### config.mk
export PLATFORM = sky130hd
export DESIGN_NAME = tca_decoder
export DESIGN_NICKNAME = d
export VERILOG_FILES = /design/src/include/tca_pkg.sv /design/src/core/tca_decoder.sv /design/src/core/tca_sticky.sv
export SDC_FILE = /design/constraint.sdc
export NUM_CORES = 1
export LEC_CHECK = 0
export ABC_CLOCK_PERIOD_IN_PS = 4050
export BUFFER_PORTS_ARGS = -buffer_cell sky130_fd_sc_hd__buf_2
export CORE_UTILIZATION = 43
export CTS_BUF_LIST = sky130_fd_sc_hd__clkbuf_8 sky130_fd_sc_hd__clkbuf_16
export CTS_CLUSTER_DIAMETER = 100
export DETAILED_ROUTE_END_ITERATION = 8
export PLACE_DENSITY = 0.77
export SLEW_MARGIN = 20
export SYNTH_ARGS = -nofsm -noshare
export SYNTH_HDL_FRONTEND = slang
export SYNTH_SLANG_ARGS = --single-unit
### constraint.sdc
create_clock -name pclk -period 4.05 [get_ports pclk]
set_input_delay 0.6075 -clock pclk [delete_from_list [all_inputs] [get_ports pclk]]
set_output_delay 0.6075 -clock pclk [all_outputs]
set_load 0.005 [all_outputs]
### src/include/tca_pkg.sv
// Purpose: Shared constants and types for the transmit command word A decoder
// Assumes: 32-bit command and data words, APB register access
// Notes:   Byte offsets of the APB registers are word aligned
package tca_pkg;
  // Command word A field positions
  localparam int IOC_BIT   = 31;
  localparam int ALIGN_HI  = 25;
  localparam int ALIGN_LO  = 24;
  localparam int OFS_HI    = 20;
  localparam int OFS_LO    = 16;
  localparam int FIRST_SEG_BIT = 13;
  localparam int LS_BIT    = 12;
  localparam int SIZE_HI   = 10;
  // End alignment encodings
  localparam logic [1:0] ALIGN_4   = 2'h0;
  localparam logic [1:0] ALIGN_16  = 2'h1;
  localparam logic [1:0] ALIGN_32  = 2'h2;
  localparam logic [1:0] ALIGN_RSV = 2'h3;
  // Dword rounding masks per alignment
  localparam logic [10:0] DW_MASK_4  = 11'h000;
  localparam logic [10:0] DW_MASK_16 = 11'h003;
  localparam logic [10:0] DW_MASK_32 = 11'h007;
  // APB register byte offsets
  localparam logic [7:0] OFF_INT_STS = 8'h00;
  localparam logic [7:0] OFF_INT_EN  = 8'h04;
  localparam logic [7:0] OFF_CMD_A   = 8'h08;
  localparam logic [7:0] OFF_SUM     = 8'h0c;
  // Interrupt status bit positions
  localparam int INT_DONE = 0;
  localparam int INT_ERR  = 1;
  localparam int INT_W    = 2;
  // Reset values
  localparam logic [1:0]  INT_EN_RST = 2'h0;
  localparam logic [31:0] ZERO32     = 32'h0000_0000;
  typedef enum logic [1:0] {ST_CMD_A, ST_CMD_B, ST_DATA} tca_state_type;
endpackage

### src/core/tca_decoder.sv
// Purpose: Decode command word A ahead of each transmit buffer and trim its data
// Assumes: One dword per din_valid cycle; command A, command B, then data
// Notes:   Output is one dword per cycle with byte enables, never stalls
// Function
// - Interrupt-on-completion bit 31 sets the buffer-done flag after the whole buffer
// - Buffer-done flag reaches the interrupt only when its enable bit is set
// - Bits 25:24 select 4, 16 or 32 byte end alignment; 11 reserved
// - Filler dwords are consumed and never reach the output
// - Bits 20:16 give the first valid byte; earlier bytes are skipped
// - Offset low bits pick the byte lane, upper bits skip whole dwords
// - Bit 13 marks first segment, bit 12 marks last segment
// - Byte counts summed per packet; mismatch with packet length raises error
// - Buffer data starts at the third dword, after commands A and B
`timescale 1ns/100ps
module tca_decoder
  import tca_pkg::*;
(
  input  wire logic        pclk,
  input  wire logic        presetn,
  input  wire logic        ce,
  input  wire logic        psel,
  input  wire logic        penable,
  input  wire logic        pwrite,
  input  wire logic [7:0]  paddr,
  input  wire logic [31:0] pwdata,
  output logic      [31:0] prdata_q,
  output logic             pready_q,
  output logic             pslverr_q,
  input  wire logic        din_valid,
  input  wire logic [31:0] din_data,
  output logic             out_valid_q,
  output logic      [31:0] out_data_q,
  output logic      [3:0]  out_be_q,
  output logic             out_sof_q,
  output logic             out_eof_q,
  output logic             irq_q
);
  tca_state_type state_q, state_d;
  logic        ioc_q, ioc_d, first_q, first_d, ls_q, ls_d, bad_q, bad_d, sofp_q, sofp_d;
  logic [1:0]  align_q, align_d;
  logic [4:0]  ofs_q, ofs_d;
  logic [10:0] size_q, size_d, words_q, words_d, dw_q, dw_d;
  logic [11:0] end_q, end_d, sum_q, sum_d;
  logic        out_valid_d, out_sof_d, out_eof_d;
  logic [3:0]  out_be_d;
  logic [INT_W-1:0] sts, sts_set, sts_clr, int_en_q, int_en_d;
  logic        irq_d;
  logic [31:0] prdata_d;
  logic        pready_d, pslverr_d;

  // Next-state of the command and data path
  always_comb begin
    logic [10:0] words;
    logic [10:0] mask;
    logic [10:0] last_dw;
    logic [12:0] pos;
    words = 11'((13'(end_q) + 13'd3) >> 2);
    mask = DW_MASK_4;
    last_dw = 11'((end_q - 12'd1) >> 2);
    pos = 13'h0;
    state_d = state_q;
    ioc_d = ioc_q;
    first_d = first_q;
    ls_d = ls_q;
    bad_d = bad_q;
    sofp_d = sofp_q;
    align_d = align_q;
    ofs_d = ofs_q;
    size_d = size_q;
    words_d = words_q;
    dw_d = dw_q;
    end_d = end_q;
    sum_d = sum_q;
    out_valid_d = 1'b0;
    out_be_d = 4'h0;
    out_sof_d = 1'b0;
    out_eof_d = 1'b0;
    sts_set = '0;
    case (align_q)
      ALIGN_16: mask = DW_MASK_16;
      ALIGN_32: mask = DW_MASK_32;
      default:  mask = DW_MASK_4;                      // Reserved is dropped anyway
    endcase
    if (din_valid) begin
      case (state_q)
        ST_CMD_A: begin
          // Reserved bits 30:26, 23:21, 15:14 are simply never looked at
          ioc_d = din_data[IOC_BIT];
          align_d = din_data[ALIGN_HI:ALIGN_LO];
          ofs_d = din_data[OFS_HI:OFS_LO];
          first_d = din_data[FIRST_SEG_BIT];
          ls_d = din_data[LS_BIT];
          size_d = din_data[SIZE_HI:0];
          end_d = 12'(din_data[OFS_HI:OFS_LO]) + 12'(din_data[SIZE_HI:0]);
          sum_d = din_data[FIRST_SEG_BIT] ? 12'(din_data[SIZE_HI:0])
                                   : sum_q + 12'(din_data[SIZE_HI:0]);
          bad_d = (din_data[ALIGN_HI:ALIGN_LO] == ALIGN_RSV);
          sts_set[INT_ERR] = bad_d;
          state_d = ST_CMD_B;
        end
        ST_CMD_B: begin
          // Padded dword count of the data area
          words_d = (words + mask) & ~mask;
          dw_d = 11'h000;
          sofp_d = first_q;
          if (ls_q && (sum_q != 12'(din_data[SIZE_HI:0]))) begin
            sts_set[INT_ERR] = 1'b1;
          end
          if (words_d == 11'h000) begin
            sts_set[INT_DONE] = ioc_q;
            state_d = ST_CMD_A;
          end else begin
            state_d = ST_DATA;
          end
        end
        ST_DATA: begin
          // Keep only bytes inside [offset, offset+size)
          for (int b = 0; b < 4; b++) begin
            pos = {dw_q, 2'b00} + 13'(b);
            out_be_d[b] = (pos >= 13'(ofs_q)) && (pos < 13'(end_q));
          end
          out_valid_d = (|out_be_d) && !bad_q;
          out_sof_d = out_valid_d && sofp_q;
          out_eof_d = out_valid_d && ls_q && (dw_q == last_dw);
          if (out_valid_d) begin
            sofp_d = 1'b0;
          end
          dw_d = dw_q + 11'h001;
          if (dw_d == words_q) begin
            sts_set[INT_DONE] = ioc_q;
            state_d = ST_CMD_A;
          end
        end
        default: state_d = ST_CMD_A;
      endcase
    end
  end

  // Command and data path registers
  always_ff @(posedge pclk or negedge presetn) begin
    if (!presetn) begin
      state_q <= ST_CMD_A;
      ioc_q <= 1'b0;
      first_q <= 1'b0;
      ls_q <= 1'b0;
      bad_q <= 1'b0;
      sofp_q <= 1'b0;
      align_q <= ALIGN_4;
      ofs_q <= 5'h00;
      size_q <= 11'h000;
      words_q <= 11'h000;
      dw_q <= 11'h000;
      end_q <= 12'h000;
      sum_q <= 12'h000;
      out_valid_q <= 1'b0;
      out_data_q <= ZERO32;
      out_be_q <= 4'h0;
      out_sof_q <= 1'b0;
      out_eof_q <= 1'b0;
    end else if (ce) begin
      state_q <= state_d;
      ioc_q <= ioc_d;
      first_q <= first_d;
      ls_q <= ls_d;
      bad_q <= bad_d;
      sofp_q <= sofp_d;
      align_q <= align_d;
      ofs_q <= ofs_d;
      size_q <= size_d;
      words_q <= words_d;
      dw_q <= dw_d;
      end_q <= end_d;
      sum_q <= sum_d;
      out_valid_q <= out_valid_d;
      out_data_q <= din_data;
      out_be_q <= out_be_d;
      out_sof_q <= out_sof_d;
      out_eof_q <= out_eof_d;
    end
  end

  // Done and error flags, write one to clear
  tca_sticky #(
    .W (INT_W)
  ) u_sts (
    .pclk    (pclk),
    .presetn (presetn),
    .ce      (ce),
    .set     (sts_set),
    .clr     (sts_clr),
    .flag_q  (sts)
  );

  // APB slave: one wait state, writes land on the edge pready is seen high
  always_comb begin
    logic acc;
    logic wr;
    acc = psel && penable;
    wr = acc && pready_q && pwrite;
    sts_clr = '0;
    int_en_d = int_en_q;
    pready_d = acc && !pready_q;
    pslverr_d = 1'b0;
    prdata_d = ZERO32;
    if (wr && (paddr == OFF_INT_STS)) begin
      sts_clr = pwdata[INT_W-1:0];
    end
    if (wr && (paddr == OFF_INT_EN)) begin
      int_en_d = pwdata[INT_W-1:0];
    end
    if (acc && !pready_q) begin
      case (paddr)
        OFF_INT_STS: prdata_d = {30'h0, sts};
        OFF_INT_EN:  prdata_d = {30'h0, int_en_q};
        OFF_CMD_A:   prdata_d = {ioc_q, 5'h00, align_q, 3'h0, ofs_q, 2'h0,
                                 first_q, ls_q, 1'b0, size_q};
        OFF_SUM:     prdata_d = {18'h0, state_q, sum_q};
        default:     pslverr_d = 1'b1;                 // Unmapped address
      endcase
    end
    // Interrupt only for enabled flags
    irq_d = |(sts & int_en_q);
  end

  // APB and interrupt registers
  always_ff @(posedge pclk or negedge presetn) begin
    if (!presetn) begin
      int_en_q <= INT_EN_RST;
      prdata_q <= ZERO32;
      pready_q <= 1'b0;
      pslverr_q <= 1'b0;
      irq_q <= 1'b0;
    end else if (ce) begin
      int_en_q <= int_en_d;
      prdata_q <= prdata_d;
      pready_q <= pready_d;
      pslverr_q <= pslverr_d;
      irq_q <= irq_d;
    end
  end
endmodule // tca_decoder

### src/core/tca_sticky.sv
// Purpose: Sticky event flags, cleared by writing one
// Assumes: Set and clear are one-cycle pulses in the pclk domain
// Notes:   A set in the clear cycle wins so no event is lost
`timescale 1ns/100ps
module tca_sticky
  import tca_pkg::*;
#(
  parameter int W = 1
) (
  input  wire logic         pclk,
  input  wire logic         presetn,
  input  wire logic         ce,
  input  wire logic [W-1:0] set,
  input  wire logic [W-1:0] clr,
  output logic      [W-1:0] flag_q
);
  logic [W-1:0] flag_d;

  // Set dominates clear
  always_comb begin
    flag_d = (flag_q & ~clr) | set;
  end

  // Flag storage
  always_ff @(posedge pclk or negedge presetn) begin
    if (!presetn) begin
      flag_q <= '0;
    end else if (ce) begin
      flag_q <= flag_d;
    end
  end
endmodule // tca_sticky

==> flow_summary.ini, run 1 <==
[critical_path]
start_kind = flip-flop
path_class = flip-flop to flip-flop
slowest_delay_ns = 0.64
critical-path-top-delay-family = simple AND/OR/NAND/NOR gates
worst_setup_end_kind = flip-flop
cp_cell_sequence = ha_1, nand4_2, or2_1, nor4_1, a31oi_1, or4_4, a21oi_4, mux2_1
timing.critical_path.buf_inv = 0
critPathSlowestCell = dfrtp_1
worst_ep_arrival_time_ns = 3.40
worstPathMaxFanout = 12
crit_required_ns = 4.36

[detailed_routing]
drt_wl_total_um = 18870
drt_pre_antenna_iters = 7
final_antenna_net_count = 0
total_via_count_after_detailed_routing = 6305
post_drt_wl_per_cell_um = 16.51
drt-vias-per-instance = 5.516
drt_iter0_markers = 352
post-route-drc-count = 4

[cts]
clk-insertion-delay-late_ns = 0.43
clk_pin_slew_worst_paths_ns = 0.06
clock_sink_count = 139
post_cts.repair.setup_buffers = 0
maximum_count_of_clock_buffers_along_a_single_path = 2
post_cts_resize_count = 0
cts_hold_buf = 0
cts_tree = built
htree_levels = 4
cts_inserted_buffers = 17
root_buffer = clkbuf_16

[power_and_ir_drop]
ir_drop_uv = 369.5
p_leak_uw = 0.004406
total_power_after_layout_uw = 5693
power_density_nw_per_um2 = 618.0

[floorplanning]
fp.dieW_um = 138.1
floorplan.core_area_um2 = 18090
std_cell_rows = 49
initial_utilization_pct = 44.04
die_area_um2 = 19070
die_y_extent_um = 138.1
ios = 153

[synth]
synthesis.area_um2 = 7965
ys_async_sr_fraction_pct = 100.0
synth_top_cell_area_share_pct = 43.67
yosys_warnings = 0
synth_top_cell_by_area = dfrtp_1
synth_enable_flop_cells = 0
yosysSeqAreaShare_pct = 43.67
synthDistinctLibCells = 71
syn-instance-count = 809
syn_avg_cell_area_um2 = 9.846
synth.top_cells.by_area = dfrtp_1 (44%), ha_1 (6.1%), nand2_1 (5.6%), mux2_2 (4.9%), xnor2_1 (3.5%)
synth-main-ff-cell = dfrtp_1
number_of_flip_flops_and_latches_in_the_synthesized_netlist = 139

[placed_design]
io_buffers = 112
preCtsSetupSlack_ns = 0.9531
place_congestion = 0.8394
hpwlAfterDp_um = 13560

[worst_hold_path]
worst_hold_path_type = input pin to async pin

[timing]
tns_ns = 0
hold_viol = 0
slew_viol_final = 0
slew_at_the_pin_closest_to_its_max_slew_limit_ns = 0.6951
maxClockFrequency_ghz = 0.3228
postLayoutSetupSlackWorst_ns = 0.9517
rsz0062_at_grt = false
setup_violations = 0
final_min_period_over_clock_period_pct = 76.50
timing.clock.skew_ns = 0.007441
final.hold.worst_slack_ns = 0.1501
slew-limit-headroom_pct = 53.49
fin_crit_ns = 3.098

[grt]
remaining_global_route_overflow = 0
groute.usage.overall_pct = 20.58
vias_in_the_first_global_route = 6063
grt_pass1_wl_um = 31280
grt_max_degree = 64
grt_antenna_before_repair = 0

[cells_and_area]
filler_cell_count = 1588
ff_latch_area_um2 = 3478
final_layout_size_suffix_gt1_share_pct = 22.10
multiInputGateArea_um2 = 4098
antenna-diode-count = 0
area_delta_synth_final_pct = 15.65
finalNetCount = 1022

[status]
failed_checks = design-rule violations
run_status = complete, but fails checks

[flow_run]
max_cap_viol_count = 0
sequential cells by signal (all words and copies together), names as in the netlist, 2 cells and up:
name          flops
u_sts.flag_q      2
out_data_q       32
dw_q             11
prdata_q         22
ofs_q             5
out_be_q          4
int_en_q          2
words_q          11
sum_q            12
end_q            12
state_q           2
align_q           2
size_q           11
report_power, final:
part / internal (uW) / total (uW) / switching (uW)
registers: 1710 / 2100 / 389
clock network: 925 / 1540 / 613
logic: 907 / 2050 / 1140
cells by family (layout without fill, tap and decap cells):
kind of cell             Yosys count  in the layout  synth area share [%]
buffers and inverters             92            188                 5.372
flip-flops                       139            139                 43.67
multiplexers                      56             56                 7.917
AO/OA/AOI/OAI                    182            182                 15.76
other                              1             10               0.04708
AND/OR/NAND/NOR                  252            252                 15.55
adder cells (fa/ha/maj)           41             41                 6.629
XOR/XNOR                          46             46                 5.058
per-stage QoR:
| stage | area, um^2 | std cells | util, % |
|---|---|---|---|
| CTS | 9211 | 1143 | 50.93 |
| floorplan | 7999 | 818 | - |
| detailed placement | 8628 | 1112 | 47.71 |
| finish | 9211 | 1143 | 50.93 |
| global placement | 8628 | 1112 | 47.71 |
| global route | 9211 | 1143 | 50.93 |
worst paths after layout:
kind                                       startpoint                      to  slack, ns  cells after the start
worst max-delay path              dw_q[0]$_DFFE_PN0P_  state_q[0]$_DFFE_PN0P_       0.95                      8
worst min-delay path                          presetn   out_eof_q$_DFFE_PN0P_       0.15                      1
worst max register to register    dw_q[0]$_DFFE_PN0P_  state_q[0]$_DFFE_PN0P_       0.95                      8
worst min register to register  size_q[2]$_DFFE_PN0P_   size_q[2]$_DFFE_PN0P_       0.47                      2
max in group asynchronous                     presetn    end_q[6]$_DFFE_PN0P_       2.97                      2
min in group pclk                        din_data[31]       ioc_q$_DFFE_PN0P_       0.39                      3
metal layers:
layer	share of wire (%)	routed length (um)	up-vias	global-route usage (%)
li1	-	-	3052	-
met1	43	8169	3050	25.58
met2	50	9391	178	35.58
met3	5.2	987	25	4.399
met4	1.7	325	0	6.919
met5	0	0	-	0
cells in the mapped netlist, types with 3 or more instances:
master     instances
dfrtp_1          139
nand2_1          119
o21ai_0           49
ha_1              39
inv_1             36
mux2_2            35
clkbuf_1          34
xnor2_1           32
a21oi_1           29
nand3_1           27
nor2_1            22
nor3_1            21
a21o_1            20
mux2i_1           18
o2bb2ai_1         15
a22o_1            14
xor2_1            14
buf_4             11
o31ai_1           10
and3_1             9
nor4_1             8
or3_1              8
nor2b_1            6
o21a_1             6
buf_6              5
nand4_1            5
a211oi_1           4
or2_2              4
a31oi_1            3
and4_1             3
buf_2              3
nand3b_1           3
nor3b_1            3
o21bai_1           3
o32ai_1            3
layout by cell type (no fill, tap or decap), drive strengths merged, types with 3 or more instances in the layout:
cell / synthesis / final
o41ai: 3 / 3
nor2b: 6 / 6
o2bb2ai: 15 / 15
a211oi: 4 / 4
nand4: 6 / 6
xor2: 14 / 14
and4: 3 / 3
or2: 5 / 5
inv: 37 / 42
o21bai: 3 / 3
a21oi: 30 / 30
or4: 3 / 3
dfrtp: 139 / 139
nor3b: 3 / 3
mux2: 36 / 36
xnor2: 32 / 32
and3: 9 / 9
nor4: 9 / 9
clkinv: 0 / 4
nand2: 119 / 119
nand3b: 3 / 3
o32ai: 3 / 3
o31ai: 10 / 10
buf: 21 / 120
a21o: 20 / 20
conb: 1 / 10
nand3: 29 / 29
ha: 39 / 39
o21a: 6 / 6
o21ai: 49 / 49
clkbuf: 34 / 18
a31oi: 3 / 3
a22o: 14 / 14
nor2: 22 / 22
mux2i: 18 / 18
or3: 8 / 8
nor3: 21 / 21
final cells by class:
type	instances	area share (%)
clock buffers	18	4.768
clock inverters	13	1.562
inverters	37	1.508
multi-input cells	587	44.49
flip-flops and latches	139	37.76
well taps	229	3.111
repair buffers	120	6.805
Power figures use the tool's default switching activity.
==> run 2: changes to the inputs <==
- ABC_CLOCK_PERIOD_IN_PS: 4050 -> 2900
- clock period: 4.05 -> 2.9 ns (I/O delays scaled with it)
==> flow_summary.ini, run 2 (synthesis gave the netlist of run 1 again) <==
[power_and_ir_drop]
internal_power_consumption_uw = 5001
seq_power_share_pct = 34.6
power.switching_fraction_pct = 38.23
clock_network_power_share_pct = 25.6
power_density_nw_per_um2 = 857.8
p_switching_uw = 3095
ir_drop_uv = 559.0
p_leak_uw = 0.004548
power.combinational.fraction_pct = 39.8

[floorplanning]
die_area_um2 = 19070
initial_utilization_pct = 44.04
std_cell_rows = 49
floorplan.core_area_um2 = 18090
ios = 153
fp.dieW_um = 138.1
die_y_extent_um = 138.1

[grt]
groute.usage.overall_pct = 21.82
grt_pass1_wl_um = 33090
grt_max_degree = 67
vias_in_the_first_global_route = 6614
remaining_global_route_overflow = 0
grt_antenna_before_repair = 0

[timing]
slew-limit-headroom_pct = 56.57
slew_at_the_pin_closest_to_its_max_slew_limit_ns = 0.6514
hold_viol = 0
final.hold.worst_slack_ns = 0.009468
final_min_period_over_clock_period_pct = 95.88
setup_violations = 0
rsz0062_at_grt = false
maxClockFrequency_ghz = 0.3596
fin_crit_ns = 2.780
slew_viol_final = 0
tns_ns = 0
timing.clock.skew_ns = 0.008380

[placed_design]
hpwlAfterDp_um = 14270
place_congestion = 0.9034
io_buffers = 112
postPlaceCellArea_um2 = 8876

[critical_path]
reg2reg_from = end_q[0]$_DFFE_PN0P_
worst_setup_end_kind = flip-flop
timing.critical_path.buf_inv = 0
critical_path_depth = 10
cpMostUsedCell = mux2i_1
r2r_cells = 10
cp_cell_sequence = o21a_1, xnor2_1, ha_1, nor2b_1, a41oi_1, a21oi_1, mux2i_1, nand4_1, mux2i_1, a32o_1
regToRegSetupSlack_ns = 0.12
path_class = flip-flop to flip-flop
critPathSlowestCell = dfrtp_1
start_kind = flip-flop
r2r_end = u_sts.flag_q[0]$_DFFE_PN0P_
worstPathMaxFanout = 7
slowest_delay_ns = 0.45
worst_ep_arrival_time_ns = 3.14
crit_required_ns = 3.26
critical-path-top-delay-family = compound AO/OA/AOI/OAI gates

[detailed_routing]
total_via_count_after_detailed_routing = 6608
drt_iter0_markers = 399
final_antenna_net_count = 0
drt_pre_antenna_iters = 9
post_drt_wl_per_cell_um = 17.14
post-route-drc-count = 4
drt_wl_total_um = 20090
drt-vias-per-instance = 5.638

[status]
run_status = complete, but fails checks
failed_checks = design-rule violations

[cts]
clock_sink_count = 139
cts_inserted_buffers = 17
maximum_count_of_clock_buffers_along_a_single_path = 2
post_cts.repair.setup_buffers = 0
htree_levels = 4
clk_pin_slew_worst_paths_ns = 0.06
root_buffer = clkbuf_16
cts_tree = built
clk-insertion-delay-late_ns = 0.42

[cells_and_area]
final_layout_size_suffix_gt1_share_pct = 24.39
final_design_instance_area_without_fill_um2 = 9438
most-common-layout-cells = dfrtp_1 (139), nand2_1 (119), buf_2 (111)
finalNetCount = 1050
area_delta_synth_final_pct = 18.49
antenna-diode-count = 0
filler_cell_count = 1552
largest_register_ffs = 32
top_regs = out_data_q (32), prdata_q (22)
ff_latch_area_um2 = 3478
most_common_library_cell_in_the_layout_ignoring_fill_and_taps = dfrtp_1
multiInputGateArea_um2 = 4098
largest_register = out_data_q

[worst_hold_path]
worst_hold_path_type = input pin to async pin

[flow_run]
max_cap_viol_count = 0
==> run 2: area by class of cell <==
| type | count | share of cell area, % |
|---|---|---|
| multi-input combinational | 587 | 43.42 |
| sequential | 139 | 36.86 |
| timing repair buffer | 148 | 9.267 |
| clock buffer | 18 | 4.653 |
| tap | 229 | 3.036 |
| inverter | 37 | 1.472 |
| clock inverter | 14 | 1.299 |
==> run 2: stage by stage <==
step | worst slack (ns) | util, % | instances | power (uW)
floorplan | 0.2084 | - | 818 | 5023
global placement | 0.2171 | 49.08 | 1140 | 5833
detailed placement | 0.1414 | 49.08 | 1140 | 5957
CTS | 0.1156 | 52.18 | 1172 | 8082
global route | 0.01214 | 52.18 | 1172 | 8605
finish | 0.1195 | 52.18 | 1172 | 8096
==> run 2: worst max path at each step <==
stage                         start                     endpoint  slack, ns
4_1_cts        end_q[0]$_DFFE_PN0P_  u_sts.flag_q[0]$_DFFE_PN0P_       0.12
2_1_floorplan  end_q[0]$_DFFE_PN0P_       words_q[8]$_DFFE_PN0P_       0.21
5_1_grt        end_q[0]$_DFFE_PN0P_       words_q[8]$_DFFE_PN0P_       0.01
3_3_place_gp   end_q[0]$_DFFE_PN0P_  u_sts.flag_q[0]$_DFFE_PN0P_       0.22
3_5_place_dp   end_q[0]$_DFFE_PN0P_  u_sts.flag_q[0]$_DFFE_PN0P_       0.14
6_report       end_q[0]$_DFFE_PN0P_  u_sts.flag_q[0]$_DFFE_PN0P_       0.12
==> run 2: worst reg2reg max path: stages (launching register included) <==
cell	delay, ns
dfrtp_1	0.45
o21a_1	0.24
xnor2_1	0.18
ha_1	0.30
nor2b_1	0.16
a41oi_1	0.20
a21oi_1	0.37
mux2i_1	0.23
nand4_1	0.14
mux2i_1	0.27
a32o_1	0.20
==> run 2: layer usage <==
| layer | vias up | wire, um | track usage [%] |
|---|---|---|---|
| met5 | - | 0 | 0 |
| met1 | 3229 | 8446 | 25.91 |
| met2 | 231 | 10020 | 38.29 |
| met4 | 0 | 595 | 9.403 |
| li1 | 3094 | - | - |
| met3 | 54 | 1025 | 4.572 |
==> run 2: power by group through the flow <==
stage / clock (uW) / sequential [uW] / combinational, uW
finish: 2070 / 2800 / 3220
global route: 2190 / 2850 / 3560
CTS: 2090 / 2790 / 3200
detailed placement: 0 / 2820 / 3140
global placement: 0 / 2790 / 3040
floorplan: 0 / 2700 / 2320
==> run 2: repair_timing <==
action	4_1_cts	5_1_grt
hold buffers	0	0
gates resized for setup	0	1
setup endpoints to repair	0	2
==> run 3: changes to the inputs <==
- CORE_MARGIN: not set -> 8
==> flow_summary.ini, run 3 (synthesis gave the netlist of run 1 again) <==
[grt]
grt_antenna_before_repair = 1
vias_in_the_first_global_route = 6588
remaining_global_route_overflow = 0
groute.usage.overall_pct = 17.67
grt_max_degree = 76
grt_pass1_wl_um = 33600

[timing]
setup_violations = 0
final_min_period_over_clock_period_pct = 94.07
hold_viol = 0
final.hold.worst_slack_ns = 0.02169
slew-limit-headroom_pct = 52.62
maxClockFrequency_ghz = 0.3666
slew_at_the_pin_closest_to_its_max_slew_limit_ns = 0.7108
timing.clock.skew_ns = 0.01041
postLayoutSetupSlackWorst_ns = 0.1719
slew_viol_final = 0
fin_crit_ns = 2.728

[detailed_routing]
final_antenna_net_count = 0
met2RoutedLength_um = 10240
drt_pre_antenna_iters = 5
post_drt_wl_per_cell_um = 17.29
drt_wl_total_um = 20180
wl_met3_um = 1077
drt-vias-per-instance = 5.483
post-route-drc-count = 0
drt_iter0_markers = 392
topRoutingLayerUsed = met5
total_via_count_after_detailed_routing = 6399
detail_route.wirelength.met1_um = 8511

[power_and_ir_drop]
power_density_nw_per_um2 = 871.6
ir_drop_uv = 548.1
p_leak_uw = 0.004555

[cells_and_area]
area_delta_synth_final_pct = 18.80
final_layout_size_suffix_gt1_share_pct = 24.52
most_common_library_cell_in_the_layout_ignoring_fill_and_taps = dfrtp_1
filler_cell_count = 1585
post-route-util_pct = 52.32
largest_register = out_data_q
finalNetCount = 1045
top_regs = out_data_q (32), prdata_q (22)
largest_register_ffs = 32
antenna-diode-count = 0
most-common-layout-cells = dfrtp_1 (139), nand2_1 (119), buf_2 (111)

[status]
run_status = finished, final reports clean

[critical_path]
crit_required_ns = 3.27
path_class = flip-flop to flip-flop
worstPathMaxFanout = 10
worst_setup_end_kind = flip-flop
worst_ep_arrival_time_ns = 3.10
start_kind = flip-flop

[cts]
cts_hold_buf = 0
clk-insertion-delay-late_ns = 0.43
root_buffer = clkbuf_16
maximum_count_of_clock_buffers_along_a_single_path = 2
htree_levels = 4
clock_sink_count = 139
cts_inserted_buffers = 17
cts_tree = built
clk_pin_slew_worst_paths_ns = 0.07

[floorplanning]
fp.dieW_um = 152.1
floorplan.core_area_um2 = 18090
die_area_um2 = 23130
std_cell_rows = 49
die_y_extent_um = 152.1
ios = 153
initial_utilization_pct = 44.04

[placed_design]
hpwlAfterDp_um = 14940
preCtsSetupSlack_ns = 0.1586
io_buffers = 112
place_congestion = 0.8672

[flow_run]
max_cap_viol_count = 0

[worst_hold_path]
worst_hold_path_type = input pin to async pin
-- run 3: critical path: stages (launching register included) --
cell     delay, ns
dfrtp_1       0.49
o21ai_1       0.21
nor2_1        0.07
xnor2_1       0.13
ha_1          0.31
a21o_1        0.20
a41oi_1       0.28
buf_4         0.19
nor3_2        0.04
nor2_1        0.14
nand4_1       0.15
mux2i_1       0.25
a32o_1        0.20
-- run 3: timing repair --
item / in CTS / in global routing
setup buffers: 0 / 0
resized for setup: 0 / 4
setup endpoints to repair: 0 / 1
-- run 3: worst paths after layout --
check	from	cells after the start	endpoint	slack, ns
worst max-delay path	end_q[0]$_DFFE_PN0P_	12	u_sts.flag_q[0]$_DFFE_PN0P_	0.17
worst min-delay path	presetn	1	dw_q[6]$_DFFE_PN0P_	0.02
worst max register to register	end_q[0]$_DFFE_PN0P_	12	u_sts.flag_q[0]$_DFFE_PN0P_	0.17
worst min register to register	size_q[7]$_DFFE_PN0P_	2	size_q[7]$_DFFE_PN0P_	0.47
max in group asynchronous	presetn	2	sofp_q$_DFFE_PN0P_	2.10
min in group pclk	din_data[31]	3	ioc_q$_DFFE_PN0P_	0.21
-- run 3: stage by stage --
step	instances	total power (uW)	instance area (um^2)	TNS, ns
2_1_floorplan	818	5023	7999	0
3_3_place_gp	1135	5811	8826	0
3_5_place_dp	1135	5931	8826	0
4_1_cts	1167	8250	9447	0
5_1_grt	1167	8821	9463	-0.001017
6_report	1167	8248	9463	0
-- run 3: layout make-up --
| class | count | area (um^2) | area share [%] |
|---|---|---|---|
| multi-input combinational | 587 | 4114 | 43.47 |
| clock buffer | 17 | 425.4 | 4.496 |
| inverter | 37 | 138.9 | 1.468 |
| sequential | 139 | 3478 | 36.76 |
| timing repair buffer | 143 | 824.5 | 8.713 |
| clock inverter | 15 | 195.2 | 2.063 |
| tap | 229 | 286.5 | 3.028 |
-- run 3: per-layer routing --
layer / vias up / global-route usage (%)
met5: - / 0
met4: 2 / 6.616
met3: 26 / 4.197
met2: 150 / 30.68
met1: 3113 / 20.86
li1: 3108 / -
-- run 3: where the power goes --
group          internal [uW]  switching, uW
sequential              2390            415
clock                   1320            964
combinational           1390           1770
